`src/drive_status_regs.vh`:
```
// register map, field positions, reset values and timing counts of the drive status outputs
// assumes a 200 MHz pclk and a 32-bit apb master with word-aligned accesses
//
// Summary of operation
// - pid error is the magnitude of setpoint minus process variable
// - code 04 output on while pid error exceeds threshold, off while below
// - deviation threshold resets to 3 percent and stays writable by software
// - any open-collector output or the relay carries code 04, 05 or 07
// - fault flag on from trip entry until fault cleared, off otherwise
// - fault flag output follows the internal alarm after a nominal 300 ms
// - normally closed relay contact closes within 2 s of power-up
// - default polarity: b closed, c open in normal; swapped in trip or power off
// - polarity 00: b open, c closed normal; reversed in trip; power off b open
// - four quadrant torque thresholds, each settable from 0 to 200 percent
// - torque flag on while torque exceeds present quadrant threshold, off below
// - torque flag valid only with control method 03, 04 or 05
// - torque monitoring only reports; it never limits or alters torque
// - each open-collector output picks its function by a select code, 07 torque
// - open-collector outputs are active low: transistor conducts while flag on
`ifndef DRIVE_STATUS_REGS_VH
`define DRIVE_STATUS_REGS_VH

// ==========================================================
// register byte offsets
`define OFS_CTRL          12'h000
`define OFS_OC_SEL        12'h004
`define OFS_AUX_SEL       12'h008
`define OFS_DEV_LEVEL     12'h00c
`define OFS_TORQUE_LEVEL  12'h010
`define OFS_FLAGS         12'h014
`define OFS_INT_STATUS    12'h018
`define OFS_INT_MASK      12'h01c

// ==========================================================
// field positions and reset values
`define POL_LSB           0
`define METHOD_LSB        8
`define POL_RESET         2'h1
`define POL_INVERTED      2'h0
`define METHOD_RESET      4'h0
`define OC_SEL_RESET      32'h00000000
`define RELAY_SEL_LSB     8
`define RELAY_SEL_RESET   8'h05
`define DEV_LEVEL_RESET   16'h001e
`define TORQUE_MAX        8'hc8
`define TORQUE_RESET      32'h64646464

// ==========================================================
// function and control method codes
`define FN_DEVIATION      8'h04
`define FN_FAULT          8'h05
`define FN_TORQUE         8'h07
`define METHOD_SLV        4'h3
`define METHOD_ZERO_HZ    4'h4
`define METHOD_SENSOR     4'h5

// ==========================================================
// timing
`define CLK_MHZ           200
`define CYCLES_PER_MS     (`CLK_MHZ * 1000)
`define FAULT_DELAY_MS    300
`define STARTUP_MS        100
`define MS_COUNT_W        9

`endif

```
`src/drive_status_outputs.v`:
```
// status output logic of a motor drive: pid deviation, fault and torque-excess flags
// routed to five open-collector outputs and a changeover relay, set up over apb
// assumes pid, torque and fault inputs come from logic on pclk; outputs go to pin drivers
//
// The address map and register access over APB are this design's own decisions.
`timescale 1ns/1ps
`include "drive_status_regs.vh"
module drive_status_outputs #(
    parameter TICK_CYCLES   = `CYCLES_PER_MS,
    parameter FAULT_DELAY   = `FAULT_DELAY_MS,
    parameter STARTUP_DELAY = `STARTUP_MS
) (
    // clock and reset
    input  wire        pclk,
    input  wire        presetn,
    // apb slave
    input  wire        psel,
    input  wire        penable,
    input  wire        pwrite,
    input  wire [11:0] paddr,
    input  wire [31:0] pwdata,
    output wire        pready,
    output reg  [31:0] prdata,
    output reg         pslverr,
    // pid loop values, 0.1 percent units
    input  wire [15:0] pid_setpoint,
    input  wire [15:0] pid_process_value,
    // torque estimate, signed percent, and motor direction
    input  wire [15:0] torque_estimate,
    input  wire        motor_reverse,
    // trip logic
    input  wire        fault_alarm,
    // open-collector outputs
    output reg  [4:0]  oc_out,
    output reg  [4:0]  oc_oe,
    // relay
    output reg         relay_coil,
    output reg         relay_pole_b,
    output reg         relay_pole_c,
    // interrupt
    output wire        irq
);

    // ==========================================================
    // functions
    // pick one flag by its function code; unknown codes read as off
    function sel_flag;
        input [7:0] code;
        input       dev;
        input       flt;
        input       trq;
        begin
            case (code)
                `FN_DEVIATION: sel_flag = dev;
                `FN_FAULT:     sel_flag = flt;
                `FN_TORQUE:    sel_flag = trq;
                default:       sel_flag = 1'b0;
            endcase
        end
    endfunction

    // torque levels above the documented ceiling are stored as the ceiling
    function [7:0] clamp_level;
        input [7:0] v;
        begin
            clamp_level = (v > `TORQUE_MAX) ? `TORQUE_MAX : v;
        end
    endfunction

    // ==========================================================
    // registers
    reg  [1:0]  relay_polarity_select;
    reg  [3:0]  motor_control_method;
    reg  [31:0] oc_sel;
    reg  [7:0]  output_five_function_select;
    reg  [7:0]  relay_function_select;
    reg  [15:0] deviation_threshold;
    reg  [7:0]  fwd_drive_torque_level;
    reg  [7:0]  rev_regen_torque_level;
    reg  [7:0]  rev_drive_torque_level;
    reg  [7:0]  fwd_regen_torque_level;
    reg  [2:0]  int_status;
    reg  [2:0]  int_mask;

    wire        wr_en;
    wire        rd_setup;
    wire        pid_deviation_flag;
    wire        torque_excess_flag;
    reg         fault_flag;
    reg  [2:0]  flags_d;
    wire [2:0]  flags_now;
    wire [2:0]  flag_rise;
    reg  [31:0] next_prdata;
    reg         next_pslverr;

    assign pready   = 1'b1; // zero wait states
    assign wr_en    = psel & penable & pwrite;
    assign rd_setup = psel & ~penable;

    // ==========================================================
    // pid deviation
    wire [15:0] pid_error;
    assign pid_error = (pid_setpoint >= pid_process_value) ?
                       (pid_setpoint - pid_process_value) :
                       (pid_process_value - pid_setpoint);

    flag_compare #(
        .WIDTH     (16)
    ) u_dev_cmp (
        .pclk      (pclk),
        .presetn   (presetn),
        .value     (pid_error),
        .threshold (deviation_threshold),
        .enable    (1'b1),
        .flag      (pid_deviation_flag)
    );

    // ==========================================================
    // torque excess, monitoring only: nothing here feeds back to the torque path
    wire        torque_neg;
    wire [15:0] torque_mag;
    reg  [7:0]  quad_level;
    wire        method_ok;
    assign torque_neg = torque_estimate[15];
    assign torque_mag = torque_neg ? (16'h0000 - torque_estimate) : torque_estimate;
    assign method_ok  = (motor_control_method == `METHOD_SLV) ||
                        (motor_control_method == `METHOD_ZERO_HZ) ||
                        (motor_control_method == `METHOD_SENSOR);

    // quadrant from rotation and torque sign
    always @* begin
        case ({motor_reverse, torque_neg})
            2'b00:   quad_level = fwd_drive_torque_level;
            2'b01:   quad_level = fwd_regen_torque_level;
            2'b11:   quad_level = rev_drive_torque_level;
            2'b10:   quad_level = rev_regen_torque_level;
            default: quad_level = fwd_drive_torque_level;
        endcase
    end

    flag_compare #(
        .WIDTH     (16)
    ) u_trq_cmp (
        .pclk      (pclk),
        .presetn   (presetn),
        .value     (torque_mag),
        .threshold ({8'h00, quad_level}),
        .enable    (method_ok),
        .flag      (torque_excess_flag)
    );

    // ==========================================================
    // millisecond tick divider
    reg [17:0] tick_cnt;
    wire       ms_tick;
    assign ms_tick = (tick_cnt == TICK_CYCLES[17:0] - 18'h00001);

    always @(posedge pclk or negedge presetn) begin
        if (!presetn) begin
            tick_cnt <= 18'h00000;
        end else if (ms_tick) begin
            tick_cnt <= 18'h00000;
        end else begin
            tick_cnt <= tick_cnt + 18'h00001;
        end
    end

    // ==========================================================
    // fault flag delay: alarm must stand FAULT_DELAY free-running ms ticks, so more than FAULT_DELAY-1 ms; drops at once on clear
    reg [`MS_COUNT_W-1:0] fault_ms;
    always @(posedge pclk or negedge presetn) begin
        if (!presetn) begin
            fault_ms   <= {`MS_COUNT_W{1'b0}};
            fault_flag <= 1'b0;
        end else if (!fault_alarm) begin
            fault_ms   <= {`MS_COUNT_W{1'b0}};
            fault_flag <= 1'b0;
        end else if (fault_ms == FAULT_DELAY[`MS_COUNT_W-1:0]) begin
            fault_flag <= 1'b1;
        end else if (ms_tick) begin
            fault_ms <= fault_ms + 1'b1;
        end
    end

    // ==========================================================
    // power-up hold: coil stays dead until the startup time passes
    reg [`MS_COUNT_W-1:0] start_ms;
    reg                   started;
    always @(posedge pclk or negedge presetn) begin
        if (!presetn) begin
            start_ms <= {`MS_COUNT_W{1'b0}};
            started  <= 1'b0;
        end else if (start_ms == STARTUP_DELAY[`MS_COUNT_W-1:0]) begin
            started <= 1'b1;
        end else if (ms_tick) begin
            start_ms <= start_ms + 1'b1;
        end
    end

    // ==========================================================
    // output routing
    // a dead coil leaves b open and c closed, matching the unpowered contact state
    wire relay_fn;
    wire coil_on;
    assign relay_fn = sel_flag(relay_function_select, pid_deviation_flag, fault_flag,
                               torque_excess_flag);
    assign coil_on  = started & ((relay_polarity_select == `POL_INVERTED) ?
                                 relay_fn : ~relay_fn);

    always @(posedge pclk or negedge presetn) begin
        if (!presetn) begin
            oc_out       <= 5'h00;
            oc_oe        <= 5'h00;
            relay_coil   <= 1'b0;
            relay_pole_b <= 1'b0;
            relay_pole_c <= 1'b1;
        end else begin
            oc_out       <= 5'h00; // only ever pulls low
            oc_oe[0]     <= sel_flag(oc_sel[7:0], pid_deviation_flag, fault_flag,
                                     torque_excess_flag);
            oc_oe[1]     <= sel_flag(oc_sel[15:8], pid_deviation_flag, fault_flag,
                                     torque_excess_flag);
            oc_oe[2]     <= sel_flag(oc_sel[23:16], pid_deviation_flag, fault_flag,
                                     torque_excess_flag);
            oc_oe[3]     <= sel_flag(oc_sel[31:24], pid_deviation_flag, fault_flag,
                                     torque_excess_flag);
            oc_oe[4]     <= sel_flag(output_five_function_select, pid_deviation_flag,
                                     fault_flag, torque_excess_flag);
            relay_coil   <= coil_on;
            relay_pole_b <= coil_on;
            relay_pole_c <= ~coil_on;
        end
    end

    // ==========================================================
    // interrupt events: each flag rising sets a sticky bit
    assign flags_now = {torque_excess_flag, fault_flag, pid_deviation_flag};
    assign flag_rise = flags_now & ~flags_d;
    assign irq       = |(int_status & int_mask);

    // ==========================================================
    // register writes; a new event wins over a write-one clear
    always @(posedge pclk or negedge presetn) begin
        if (!presetn) begin
            relay_polarity_select       <= `POL_RESET;
            motor_control_method        <= `METHOD_RESET;
            oc_sel                      <= `OC_SEL_RESET;
            output_five_function_select <= 8'h00;
            relay_function_select       <= `RELAY_SEL_RESET;
            deviation_threshold         <= `DEV_LEVEL_RESET;
            fwd_drive_torque_level      <= 8'h64;
            rev_regen_torque_level      <= 8'h64;
            rev_drive_torque_level      <= 8'h64;
            fwd_regen_torque_level      <= 8'h64;
            int_status                  <= 3'h0;
            int_mask                    <= 3'h0;
            flags_d                     <= 3'h0;
        end else begin
            flags_d <= flags_now;
            if (wr_en && paddr == `OFS_INT_STATUS) begin
                int_status <= (int_status & ~pwdata[2:0]) | flag_rise;
            end else begin
                int_status <= int_status | flag_rise;
            end
            if (wr_en) begin
                case (paddr)
                    `OFS_CTRL: begin
                        relay_polarity_select <= pwdata[`POL_LSB+1:`POL_LSB];
                        motor_control_method  <= pwdata[`METHOD_LSB+3:`METHOD_LSB];
                    end
                    `OFS_OC_SEL: begin
                        oc_sel <= pwdata;
                    end
                    `OFS_AUX_SEL: begin
                        output_five_function_select <= pwdata[7:0];
                        relay_function_select       <= pwdata[`RELAY_SEL_LSB+7:`RELAY_SEL_LSB];
                    end
                    `OFS_DEV_LEVEL: begin
                        deviation_threshold <= pwdata[15:0];
                    end
                    `OFS_TORQUE_LEVEL: begin
                        fwd_drive_torque_level <= clamp_level(pwdata[7:0]);
                        rev_regen_torque_level <= clamp_level(pwdata[15:8]);
                        rev_drive_torque_level <= clamp_level(pwdata[23:16]);
                        fwd_regen_torque_level <= clamp_level(pwdata[31:24]);
                    end
                    `OFS_INT_MASK: begin
                        int_mask <= pwdata[2:0];
                    end
                    default: begin
                        int_mask <= int_mask;
                    end
                endcase
            end
        end
    end

    // ==========================================================
    // read mux, captured in the setup cycle so data stands through the access phase
    always @* begin
        next_prdata  = 32'h00000000;
        next_pslverr = 1'b0;
        case (paddr)
            `OFS_CTRL:         next_prdata = {20'h00000, motor_control_method, 6'h00,
                                              relay_polarity_select};
            `OFS_OC_SEL:       next_prdata = oc_sel;
            `OFS_AUX_SEL:      next_prdata = {16'h0000, relay_function_select,
                                              output_five_function_select};
            `OFS_DEV_LEVEL:    next_prdata = {16'h0000, deviation_threshold};
            `OFS_TORQUE_LEVEL: next_prdata = {fwd_regen_torque_level, rev_drive_torque_level,
                                              rev_regen_torque_level, fwd_drive_torque_level};
            `OFS_FLAGS:        next_prdata = {23'h000000, relay_coil, 5'h00, flags_now};
            `OFS_INT_STATUS:   next_prdata = {29'h00000000, int_status};
            `OFS_INT_MASK:     next_prdata = {29'h00000000, int_mask};
            default:           next_pslverr = 1'b1;
        endcase
    end

    always @(posedge pclk or negedge presetn) begin
        if (!presetn) begin
            prdata  <= 32'h00000000;
            pslverr <= 1'b0;
        end else if (rd_setup) begin
            prdata  <= pwrite ? 32'h00000000 : next_prdata;
            pslverr <= next_pslverr;
        end
    end

endmodule

```
`src/flag_compare.v`:
```
// threshold comparator with a held flag for one monitored magnitude
// assumes value and threshold arrive unsigned on pclk from on-chip logic
`timescale 1ns/1ps
module flag_compare #(
    parameter WIDTH = 16
) (
    // clock and reset
    input  wire             pclk,
    input  wire             presetn,
    // compare operands
    input  wire [WIDTH-1:0] value,
    input  wire [WIDTH-1:0] threshold,
    input  wire             enable,
    // result
    output reg              flag
);

    // ==========================================================
    // compare
    // equality keeps the last state so a value sitting on the level does not chatter
    always @(posedge pclk or negedge presetn) begin
        if (!presetn) begin
            flag <= 1'b0;
        end else if (!enable) begin
            flag <= 1'b0;
        end else if (value > threshold) begin
            flag <= 1'b1;
        end else if (value < threshold) begin
            flag <= 1'b0;
        end
    end

endmodule

```
`config.mk`:
```
export PLATFORM = sky130hd
export DESIGN_NAME = drive_status_outputs
export DESIGN_NICKNAME = d
export VERILOG_FILES = /design/src/drive_status_outputs.v /design/src/flag_compare.v
export VERILOG_INCLUDE_DIRS = /design/src
export SDC_FILE = /design/constraint.sdc
export NUM_CORES = 1
export LEC_CHECK = 0
export ABC_AREA = 1
export BUFFER_PORTS_ARGS = -buffer_cell sky130_fd_sc_hd__buf_2
export CORE_MARGIN = 1.5
export CORE_UTILIZATION = 55
export DETAILED_ROUTE_END_ITERATION = 10
export PLACE_DENSITY = 0.76
export SLEW_MARGIN = 0
export SYNTH_ARGS = -nofsm -noshare
export SYNTH_HDL_FRONTEND = slang
export SYNTH_SLANG_ARGS = --single-unit
export TNS_END_PERCENT = 10
```
`constraint.sdc`:
```
create_clock -name pclk -period 2.5 [get_ports pclk]
set_clock_uncertainty 0.15 [all_clocks]
set_input_delay 0.25 -clock pclk [delete_from_list [all_inputs] [get_ports pclk]]
set_output_delay 0.25 -clock pclk [all_outputs]
set_load 0.05 [all_outputs]
```
### Word-level counts from Yosys, hierarchy flattened

Index checks and enable logic that the tools add are counted.

* multiplexer cells: 29
* bitwise operators: 15
* order comparisons: 9
* add/sub/neg operators: 6
* reduce and logical (&&, ||, !) cells: 17
* equal/unequal tests: 38

Operators with widths (number)
* 32-bit case mux with 8 select lines: 1
* 8-bit by 3-bit equality test with 1-bit output (second input constant): 18
* 12-bit by 5-bit equality test with 1-bit output (second input constant): 4
* 8-bit > comparator (second input constant): 4
* 16-bit 2-to-1 mux: 2
* 32-bit 2-to-1 mux: 1
* 8-bit 2-to-1 mux: 4
* 8-bit case mux with 4 select lines: 1
* 16-bit subtractor: 2
* 9-bit 2-to-1 mux: 3
* 12-bit by 4-bit equality test with 1-bit output (second input constant): 2
* 18-bit by 1-bit adder with 18-bit output (second input constant): 1
* 9-bit by 1-bit adder with 9-bit output (second input constant): 2
* 18-bit equality test (second input constant): 1
* 18-bit 2-to-1 mux: 1
* 1-bit case mux with 3 select lines: 6
* 16-bit greater-or-equal comparator: 1
* 16-bit > comparator: 1
* 16-bit by 8-bit > comparator with 1-bit output: 1
* 16-bit less-than comparator: 1
* 16-bit by 8-bit less-than comparator with 1-bit output: 1
* 2-bit AND reduction: 8
* 1-bit by 16-bit subtractor with 16-bit output (first input constant): 1
* 12-bit by 3-bit equality test with 1-bit output (second input constant): 1
* other kinds (23): 46

* register bits: 191
* output and inout port bits: 48
* logic and storage cells: 139
* input port bits: 99

### Longest topological paths before layout

Gate-level depths: netlist (run 1).

* word-level depth: 6
* mapped depth: 23
* mapped depth without buffers: 23

### Cells and area by module

From an unflattened synthesis (run 1), not the netlist that was laid out.

* cell total of the unflattened synthesis: 1794
* area total of the unflattened synthesis: 12579.6 um^2

By module, submodules not included
* drive_status_outputs: times used 1, area each 11648.7 um^2, cells an instance 1646
* flag_compare: times used 2, area each 465.4 um^2, cells an instance 74

### Worst setup path before layout (run 1)

Ideal clock, no wire load.

* path type: input to register
* from: in pid_setpoint[0]
* to: reg u_dev_cmp.flag
* stages on the path: 21
* arrival: 2.599 ns
* setup slack: -0.379 ns
* setup time: 0.130 ns
* cell sequence: inv_1 -> ha_1 -> inv_1 -> fa_1 -> nand3_1 -> nand2_1 -> nand2_1 -> nand3_2 -> o21ai_1 -> nand2_2 -> inv_2 -> buf_6 -> nand2_1 -> nand2_1 -> inv_1 -> ha_1 -> nand4_1 -> nor2_1 -> inv_1 -> nor4_1 -> a21oi_1

* word-level cells in the longest chain between the ends: 4
* elaborated cells between the ends (all ways): 8

RTL lines
* from (decl): line drive_status_outputs.v:26 `input wire [15:0] pid_setpoint,`
* 16-bit subtractor (tied with other cells): line drive_status_outputs.v:105 `(pid_process_value - pid_setpoint);`
* 16-bit 2-to-1 mux (*): line drive_status_outputs.v:103 `assign pid_error = (pid_setpoint >= pid_process_value) ?`
* 16-bit > comparator or 16-bit less-than comparator (tied branches): line flag_compare.v:26, flag_compare.v:28
* 1-bit 2-to-1 mux or 2-bit nonzero test (tied branches)
* to (signal assigned): line flag_compare.v:25 `flag <= 1'b0;`
* to (signal assigned): line flag_compare.v:27 `flag <= 1'b1;`
* to (signal assigned): line flag_compare.v:29 `flag <= 1'b0;`
* to (decl): line flag_compare.v:15 `output reg flag`

Every way passes the cells marked *; elsewhere a longest branch is shown, timed or not.
A chain may end at the register's enable or synchronous reset.

### Final worst setup path (run 1)

Same ends and word-level chain as after synthesis.

==> impl_results.md, run 1 <==
* Final worst setup slack at -36.3 ps
* Total congestion overflow at 0
* IO Count at ~150
* Synth Area in Adders at 0.0662
* Initial antenna violation count at 1
* Pleak at 7.96 nW
* Synth cell types at 55
* CTS H-tree lvls at 4
* DRT Pass-1 Iters at 5
* Worst-Margin Slew at 579 ps
* TritonCTS Buffers at 17
* Filler cells at 1754
* Failing checks: setup timing
* Area share of the largest cell type after synthesis at 0.353
* I/O Buffers at 140
* CTS tree: yes
* Vias at roughly 12000
* CP Max Fanout at 8
* Initial Util at 0.558
* Flop-to-flop setup slack at roughly 110 ps
* Layout area overhead at 25.9%
* Status: finished with violations
* Largest net degree at the start of global routing at between 50 and 60
* Fmax at between 300 and 400 MHz
* Std-Cell Rows at between 50 and 60
* WL final at 34500 um
* Max stage delay cell, worst path: fa_2
* DRC at 0
* ANT cells at 0
* Layout cells sized above 1 at 0.221
* Synth Area in Simple Gates at 0.275
* Final nets at 2098
* RSZ-0062 raised after global routing: yes
* Count leader, synth: nand2_1
* Die height at around 150 um
* Vias in the first global route at about 11000
* CTS max path bufs at 2
* Largest family of logic cells by synthesized area: simple AND/OR/NAND/NOR gates
* Worst VDD drop at 0.493 mV
* Die Wd at ~150 um
* Worst-Skew Late Latency at 440 ps
* Clock slew at reported path FFs at 80 ps
* Post-synth top flop: dfrtp_1
* CP startpoint: pid_setpoint[0]
* Pwr Total at between 7 and 8 mW
* CORE AREA at around 0.022 mm^2
* Die area at 0.0230 mm^2
* Largest stage delay, worst path at between 300 and 400 ps
* Mux share of post-synthesis cell area at 0.00279
* Ys async rst share at 1.00
* Hold Fails Final Rpt at 0
* Critical path class: in -> reg
* Critical path, cell by cell: buf_8 > inv_4 > ha_4 > inv_4 > fa_2 > nand3_2 > nand2_2 > nand2_2 > nand3_2 > o21ai_2 > nand2_2 > buf_12 > buf_8 > o21ai_2 > inv_1 > ha_1 > nand2_2 > o21ai_1 > nand4_1 > o211ai_1 > nand2_1 > a21oi_2
* Worst setup EP type: register
* Buf+Inv Stages, Crit Path at 6
* Worst EP arrival at between 2000 and 3000 ps
* Slew Limit Fails at 0
* Dominant cell type by area after synthesis: dfrtp_1
* Xor/xnor share of the synthesized area at 0.0325
* First-pass GRT wire length at approximately 55000 um
* Worst reg2reg startpoint: rev_drive_torque_level[5]
* Antenna Violating Nets Remaining at 0
* R2r endpoint: u_trq_cmp.flag
* Dpl hpwl at 25000 um
* Worst Hold Path EP: rev_regen_torque_level[7]
* Minimum clock period at between 2000 and 3000 ps
* Via-to-Cell Ratio at about 5.4
* Largest cells by area after synthesis: dfrtp_1, nand2_1, inv_1
* Crit share post-route at 1.01
* Mean Syn Cell Area at between 7 and 8 um^2
* Root Driver: clkbuf_16
* Crit path max-delay family: adder cells
* Max Cap Viol at 0
* CTS sink cnt at around 190
* Iteration-0 DRC Markers at approximately 1100
* Routability cong. at 0.915
* Worst hold path stage count at 3
* Gate Count Post-Synth at ~1700
* Final Setup Violations at 1
* HP Start: pwdata[15]
* FF+latch count, synth at approximately 190
* Post-synth EDFFs at 0
* Hold crit path type: in -> reg
* Sequential share of the synthesized area at 0.396
* Routed len/inst at between 15 and 20 um
* Compound-Gate Fraction of Synth Area at 0.129
* Worst slack at placement at -655 ps
* CP Launch Type: input pin
* Slew HR at 0.613
* Mapped Area at 0.0121 mm^2
* Global-route usage over all layers at 0.304
* Synth top cells by count: nand2_1, inv_1, dfrtp_1, o21ai_0, nand3_1
* Worst EP required at between 2000 and 3000 ps
* YS warnings at 0
* Most used cell, CP: nand2_2
* Reg2Reg Depth at 13
* Power per standard cell area at between 400 and 500 mW/mm^2
logic make-up after synthesis:
| kind of cell | after synthesis |
|---|---|
| and+or+nand+nor | 783 |
| buffers and inverters | 297 |
| AOI/OAI and AO/OA | 279 |
| DFF | 191 |
| adders and majority gates | 63 |
| xor gates and xnor gates | 45 |
| muxes | 3 |
| other | 2 |
report_power, final:
part / total [mW] / switching (mW) / internal [mW] / leakage [nW]
logic: 1.58 / 0.909 / 0.670 / 5.20
registers: 3.12 / 0.0110 / 3.11 / 2.48
clock network: 2.82 / 1.37 / 1.45 / 0.291
through the flow:
stage	setup TNS, ps	hold slack [ps]	cells	instance area (um^2)	utilization
detailed placement	-655	91.8	2154	13900	0.638
floorplan	-274	-196	1667	12200	-
global route	-240	17.6	2229	15300	0.702
finish	-36.3	5.02	2229	15300	0.702
global placement	-504	90.4	2154	13900	0.638
CTS	-87.4	2.04	2223	15000	0.689
layout make-up:
cell class                      count  area [um^2]  area share
Clock buffer                       17          425      0.0279
Clock inverter                     15          191      0.0125
Inverter                          249          945      0.0618
Multi-Input combinational cell   1179         6510       0.426
Sequential cell                   191         4800       0.315
Tap cell                          280          350      0.0229
Timing Repair Buffer              298         2050       0.134
tightest hold or removal path, cell delays in order:
cell,delay [ps]
buf_2,90
inv_1,70
o21ai_0,150
flip-flops by register name, summed over array words and instances (netlist names), 2 cells and up:
signal / cells
oc_sel: 32
prdata: 32
tick_cnt: 18
deviation_threshold: 16
fault_ms: 9
start_ms: 9
fwd_drive_torque_level: 8
fwd_regen_torque_level: 8
output_five_function_select: 8
relay_function_select: 8
rev_drive_torque_level: 8
rev_regen_torque_level: 8
oc_oe: 5
motor_control_method: 4
flags_d: 3
int_mask: 3
int_status: 3
relay_polarity_select: 2
how the worst max path moves through the flow:
stage                           endpoint  cells past startpoint
after floorplan           u_dev_cmp.flag                     22
after global placement    u_dev_cmp.flag                     21
after detailed placement  u_dev_cmp.flag                     22
after CTS                 u_dev_cmp.flag                     22
after global routing      u_dev_cmp.flag                     21
final                     u_dev_cmp.flag                     22
timing repair:
| item | CTS | global route |
|---|---|---|
| gates resized for setup | 33 | 69 |
| pin swaps | 15 | 28 |
| hold buffers | 30 | 0 |
| endpoints found under the setup margin | 1 | 2 |
| hold endpoints to repair | 93 | 0 |
| buffers inserted | 7 | 7 |
metal layers:
metal	part of all wire	vias up	wire length (um)	track usage
met4	0.025	2	846	0.0899
met5	0.00035	-	12	0
met2	0.47	467	16200	0.491
met3	0.071	75	2440	0.0488
li1	-	5900	-	-
met1	0.44	5663	15000	0.424
placed cells by master, fill, tap and decap left out, drive strengths merged, types with 40 or more instances in the layout:
cell     n
a21oi   55
buf    267
dfrtp  171
ha      61
inv    252
nand2  487
nand3  120
nor2   107
o21ai  166
xor2    40
Power figures use the tool's default switching activity.
==> run 2: changes to the inputs <==
--- a/config.mk
+++ b/config.mk
@@ -8,10 +8,12 @@
 export LEC_CHECK = 0
 export ABC_AREA = 1
 export BUFFER_PORTS_ARGS = -buffer_cell sky130_fd_sc_hd__buf_2
+export CELL_PAD_IN_SITES_DETAIL_PLACEMENT = 0
+export CELL_PAD_IN_SITES_GLOBAL_PLACEMENT = 1
 export CORE_MARGIN = 1.5
-export CORE_UTILIZATION = 55
+export CORE_UTILIZATION = 43
 export DETAILED_ROUTE_END_ITERATION = 10
-export PLACE_DENSITY = 0.76
+export PLACE_DENSITY_LB_ADDON = 0.1
 export SLEW_MARGIN = 0
 export SYNTH_ARGS = -nofsm -noshare
 export SYNTH_HDL_FRONTEND = slang
==> impl_results.md, run 2 (synthesis results as in run 1) <==
* Status: finished with violations (unchanged)
* Failing checks: setup timing (unchanged)
* Worst slack at placement at -675 ps (was -655 ps)
* CTS max path bufs at 2 (unchanged)
* CORE AREA at 0.0278 mm^2 (was 0.0218 mm^2)
* WL final at 36800 um (was 34500 um)
* Slew Limit Fails at 0 (unchanged)
* TritonCTS Buffers at 17 (unchanged)
* Sequential cell area at 0.00480 mm^2 (unchanged)
* Initial Util at 0.437 (was 0.558)
* Hold Fails Final Rpt at 0 (unchanged)
* Layout area overhead at 27.5% (was 25.9%)
* Global-route usage over all layers at 0.258 (was 0.304)
* Worst-Skew Late Latency at 440 ps (about the same)
* Root Driver: clkbuf_16 (unchanged)
* Routability cong. at 0.924 (was 0.915)
* Critical path class: in -> reg (unchanged)
* RSZ-0062 raised after global routing: yes (unchanged)
* Pwr Total at 7.43 mW (was 7.52 mW)
* Die Wd at 171 um (was 152 um)
* Std-Cell Rows at 61 (was 54)
* CTS tree: yes (unchanged)
* Most frequent cells in the layout: nand2_1, inv_1, dfrtp_1 (unchanged)
* Placed cell count at 2289 (was 2154)
* CTS H-tree lvls at 4 (unchanged)
* I/O Buffers at 140 (unchanged)
* DRC at 0 (unchanged)
* Final worst setup slack at -150 ps (was -36.3 ps)
* First-pass GRT wire length at 58400 um (was 54600 um)
* Final nets at 2125 (was 2098)
* Layout cells sized above 1 at 0.226 (was 0.221)
* Final cell count without fillers at 2354 (was 2229)
* Fmax at 377 MHz (was 394 MHz)
* Total congestion overflow at 0 (unchanged)
* IO Count at 147 (unchanged)
* Final core occ at 0.557 (was 0.702)
* Power per standard cell area at 480 mW/mm^2 (was 492 mW/mm^2)
* Minimum clock period at 2650 ps (was 2540 ps)
* Worst EP required at 2660 ps (was 2720 ps)
* Die height at 171 um (was 152 um)
* CP Launch Type: input pin (unchanged)
* Via-to-Cell Ratio at 5.06 (was 5.43)
* Crit share post-route at 1.06 (was 1.01)
* DRT Pass-1 Iters at 5 (unchanged)
* Filler cells at 2841 (was 1754)
* Worst VDD drop at 0.269 mV (was 0.493 mV)
* Vias at 11900 (was 12100)
* Vias in the first global route at 11100 (was 11200)
* CTS sink cnt at 191 (unchanged)
* Worst-Margin Slew at 610 ps (was 579 ps)
* Iteration-0 DRC Markers at 898 (was 1095)
* Post-Layout Inst Area at 0.0155 mm^2 (was 0.0153 mm^2)
* Max Cap Viol at 0 (unchanged)
* ANT cells at 0 (unchanged)
* Routed len/inst at 15.6 um (was 15.5 um)
* Hold crit path type: in -> reg (unchanged)
* Post-DP Area at 0.0143 mm^2 (was 0.0139 mm^2)
* Dpl hpwl at 28500 um (was 25000 um)
* Worst reg2reg startpoint: fwd_regen_torque_level[7] (was rev_drive_torque_level[5])
* Pleak at 8.03 nW (was 7.96 nW)
* Worst setup EP type: register (unchanged)
* Clock slew at reported path FFs at 70 ps (was 80 ps)
* Antenna Violating Nets Remaining at 0 (unchanged)
* Die area at 0.0292 mm^2 (was 0.0230 mm^2)
* Top Registers: oc_sel (32), prdata (32), tick_cnt (18) (unchanged)
* Largest net degree at the start of global routing at 72 (was 54)
* CP startpoint: pid_setpoint[5] (was pid_setpoint[0])
* Multi-input gate area at 0.00645 mm^2 (was 0.00651 mm^2)
* HP Start: fault_alarm (was pwdata[15])
* Initial antenna violation count at 0 (was 1)
* Slew HR at 0.590 (was 0.613)
* Worst EP arrival at 2810 ps (was 2750 ps)
* Commonest non-fill, non-tap cell in the layout: nand2_1 (unchanged)
* Final Setup Violations at 2 (was 1)
* CP Max Fanout at 4 (was 8)
run 2: final cells by class:
cell class | count | area share
multi-input combinational | 1179 | 0.417
sequential | 191 | 0.311
timing repair buffer | 325 | 0.143
inverter | 249 | 0.0609
tap | 378 | 0.0306
clock buffer | 18 | 0.0278
clock inverter | 14 | 0.00955
run 2: per-stage QoR:
step	TNS, ps	hold WS, ps
global placement	-953	158
CTS	-114	2.94
global route	-527	15.0
detailed placement	-1020	160
floorplan	-274	-196
finish	-215	10.9
run 2: layer usage:
| metal | track usage | wire [um] | vias up |
|---|---|---|---|
| met5 | 0 | 0 | - |
| li1 | - | - | 5946 |
| met4 | 0.0572 | 528 | 0 |
| met1 | 0.392 | 18500 | 5579 |
| met3 | 0.0426 | 2400 | 36 |
| met2 | 0.382 | 15400 | 351 |
run 2: final timing paths:
path,end,slack (ps),cells after the start
setup / recovery,u_dev_cmp.flag,-150,17
hold / removal,fault_flag,10,3
setup reg to reg,u_trq_cmp.flag,-60,15
hold reg to reg,int_status[0],270,1
max in group asynchronous,relay_function_select[2],1190,3
min in group asynchronous,prdata[29],230,2
run 2: report_power, final:
| part | leakage, nW | switching (mW) | total (mW) | internal (mW) |
|---|---|---|---|---|
| clock | 0.273 | 1.32 | 2.74 | 1.42 |
| combinational | 5.28 | 0.892 | 1.55 | 0.662 |
| sequential | 2.48 | 0.0267 | 3.13 | 3.11 |
run 2: repair_timing:
action | in CTS | in global routing
hold buffers | 29 | 0
buffers inserted | 0 | 4
gates resized for setup | 22 | 63
pin swaps | 2 | 18
setup endpoints to repair | 2 | 2
endpoints found under the hold margin | 101 | 0
run 2: worst max-delay path: stages:
cell     delay (ps)
buf_2            90
inv_1            40
ha_1            340
buf_4           160
a21oi_2         210
o21ai_0         150
a21oi_1         180
xor2_1          300
nand2_4          70
nand2_2          70
inv_1            40
ha_1            270
nand4_1         130
nor2_2          120
inv_1            60
nor4_2          260
a21oi_1          70
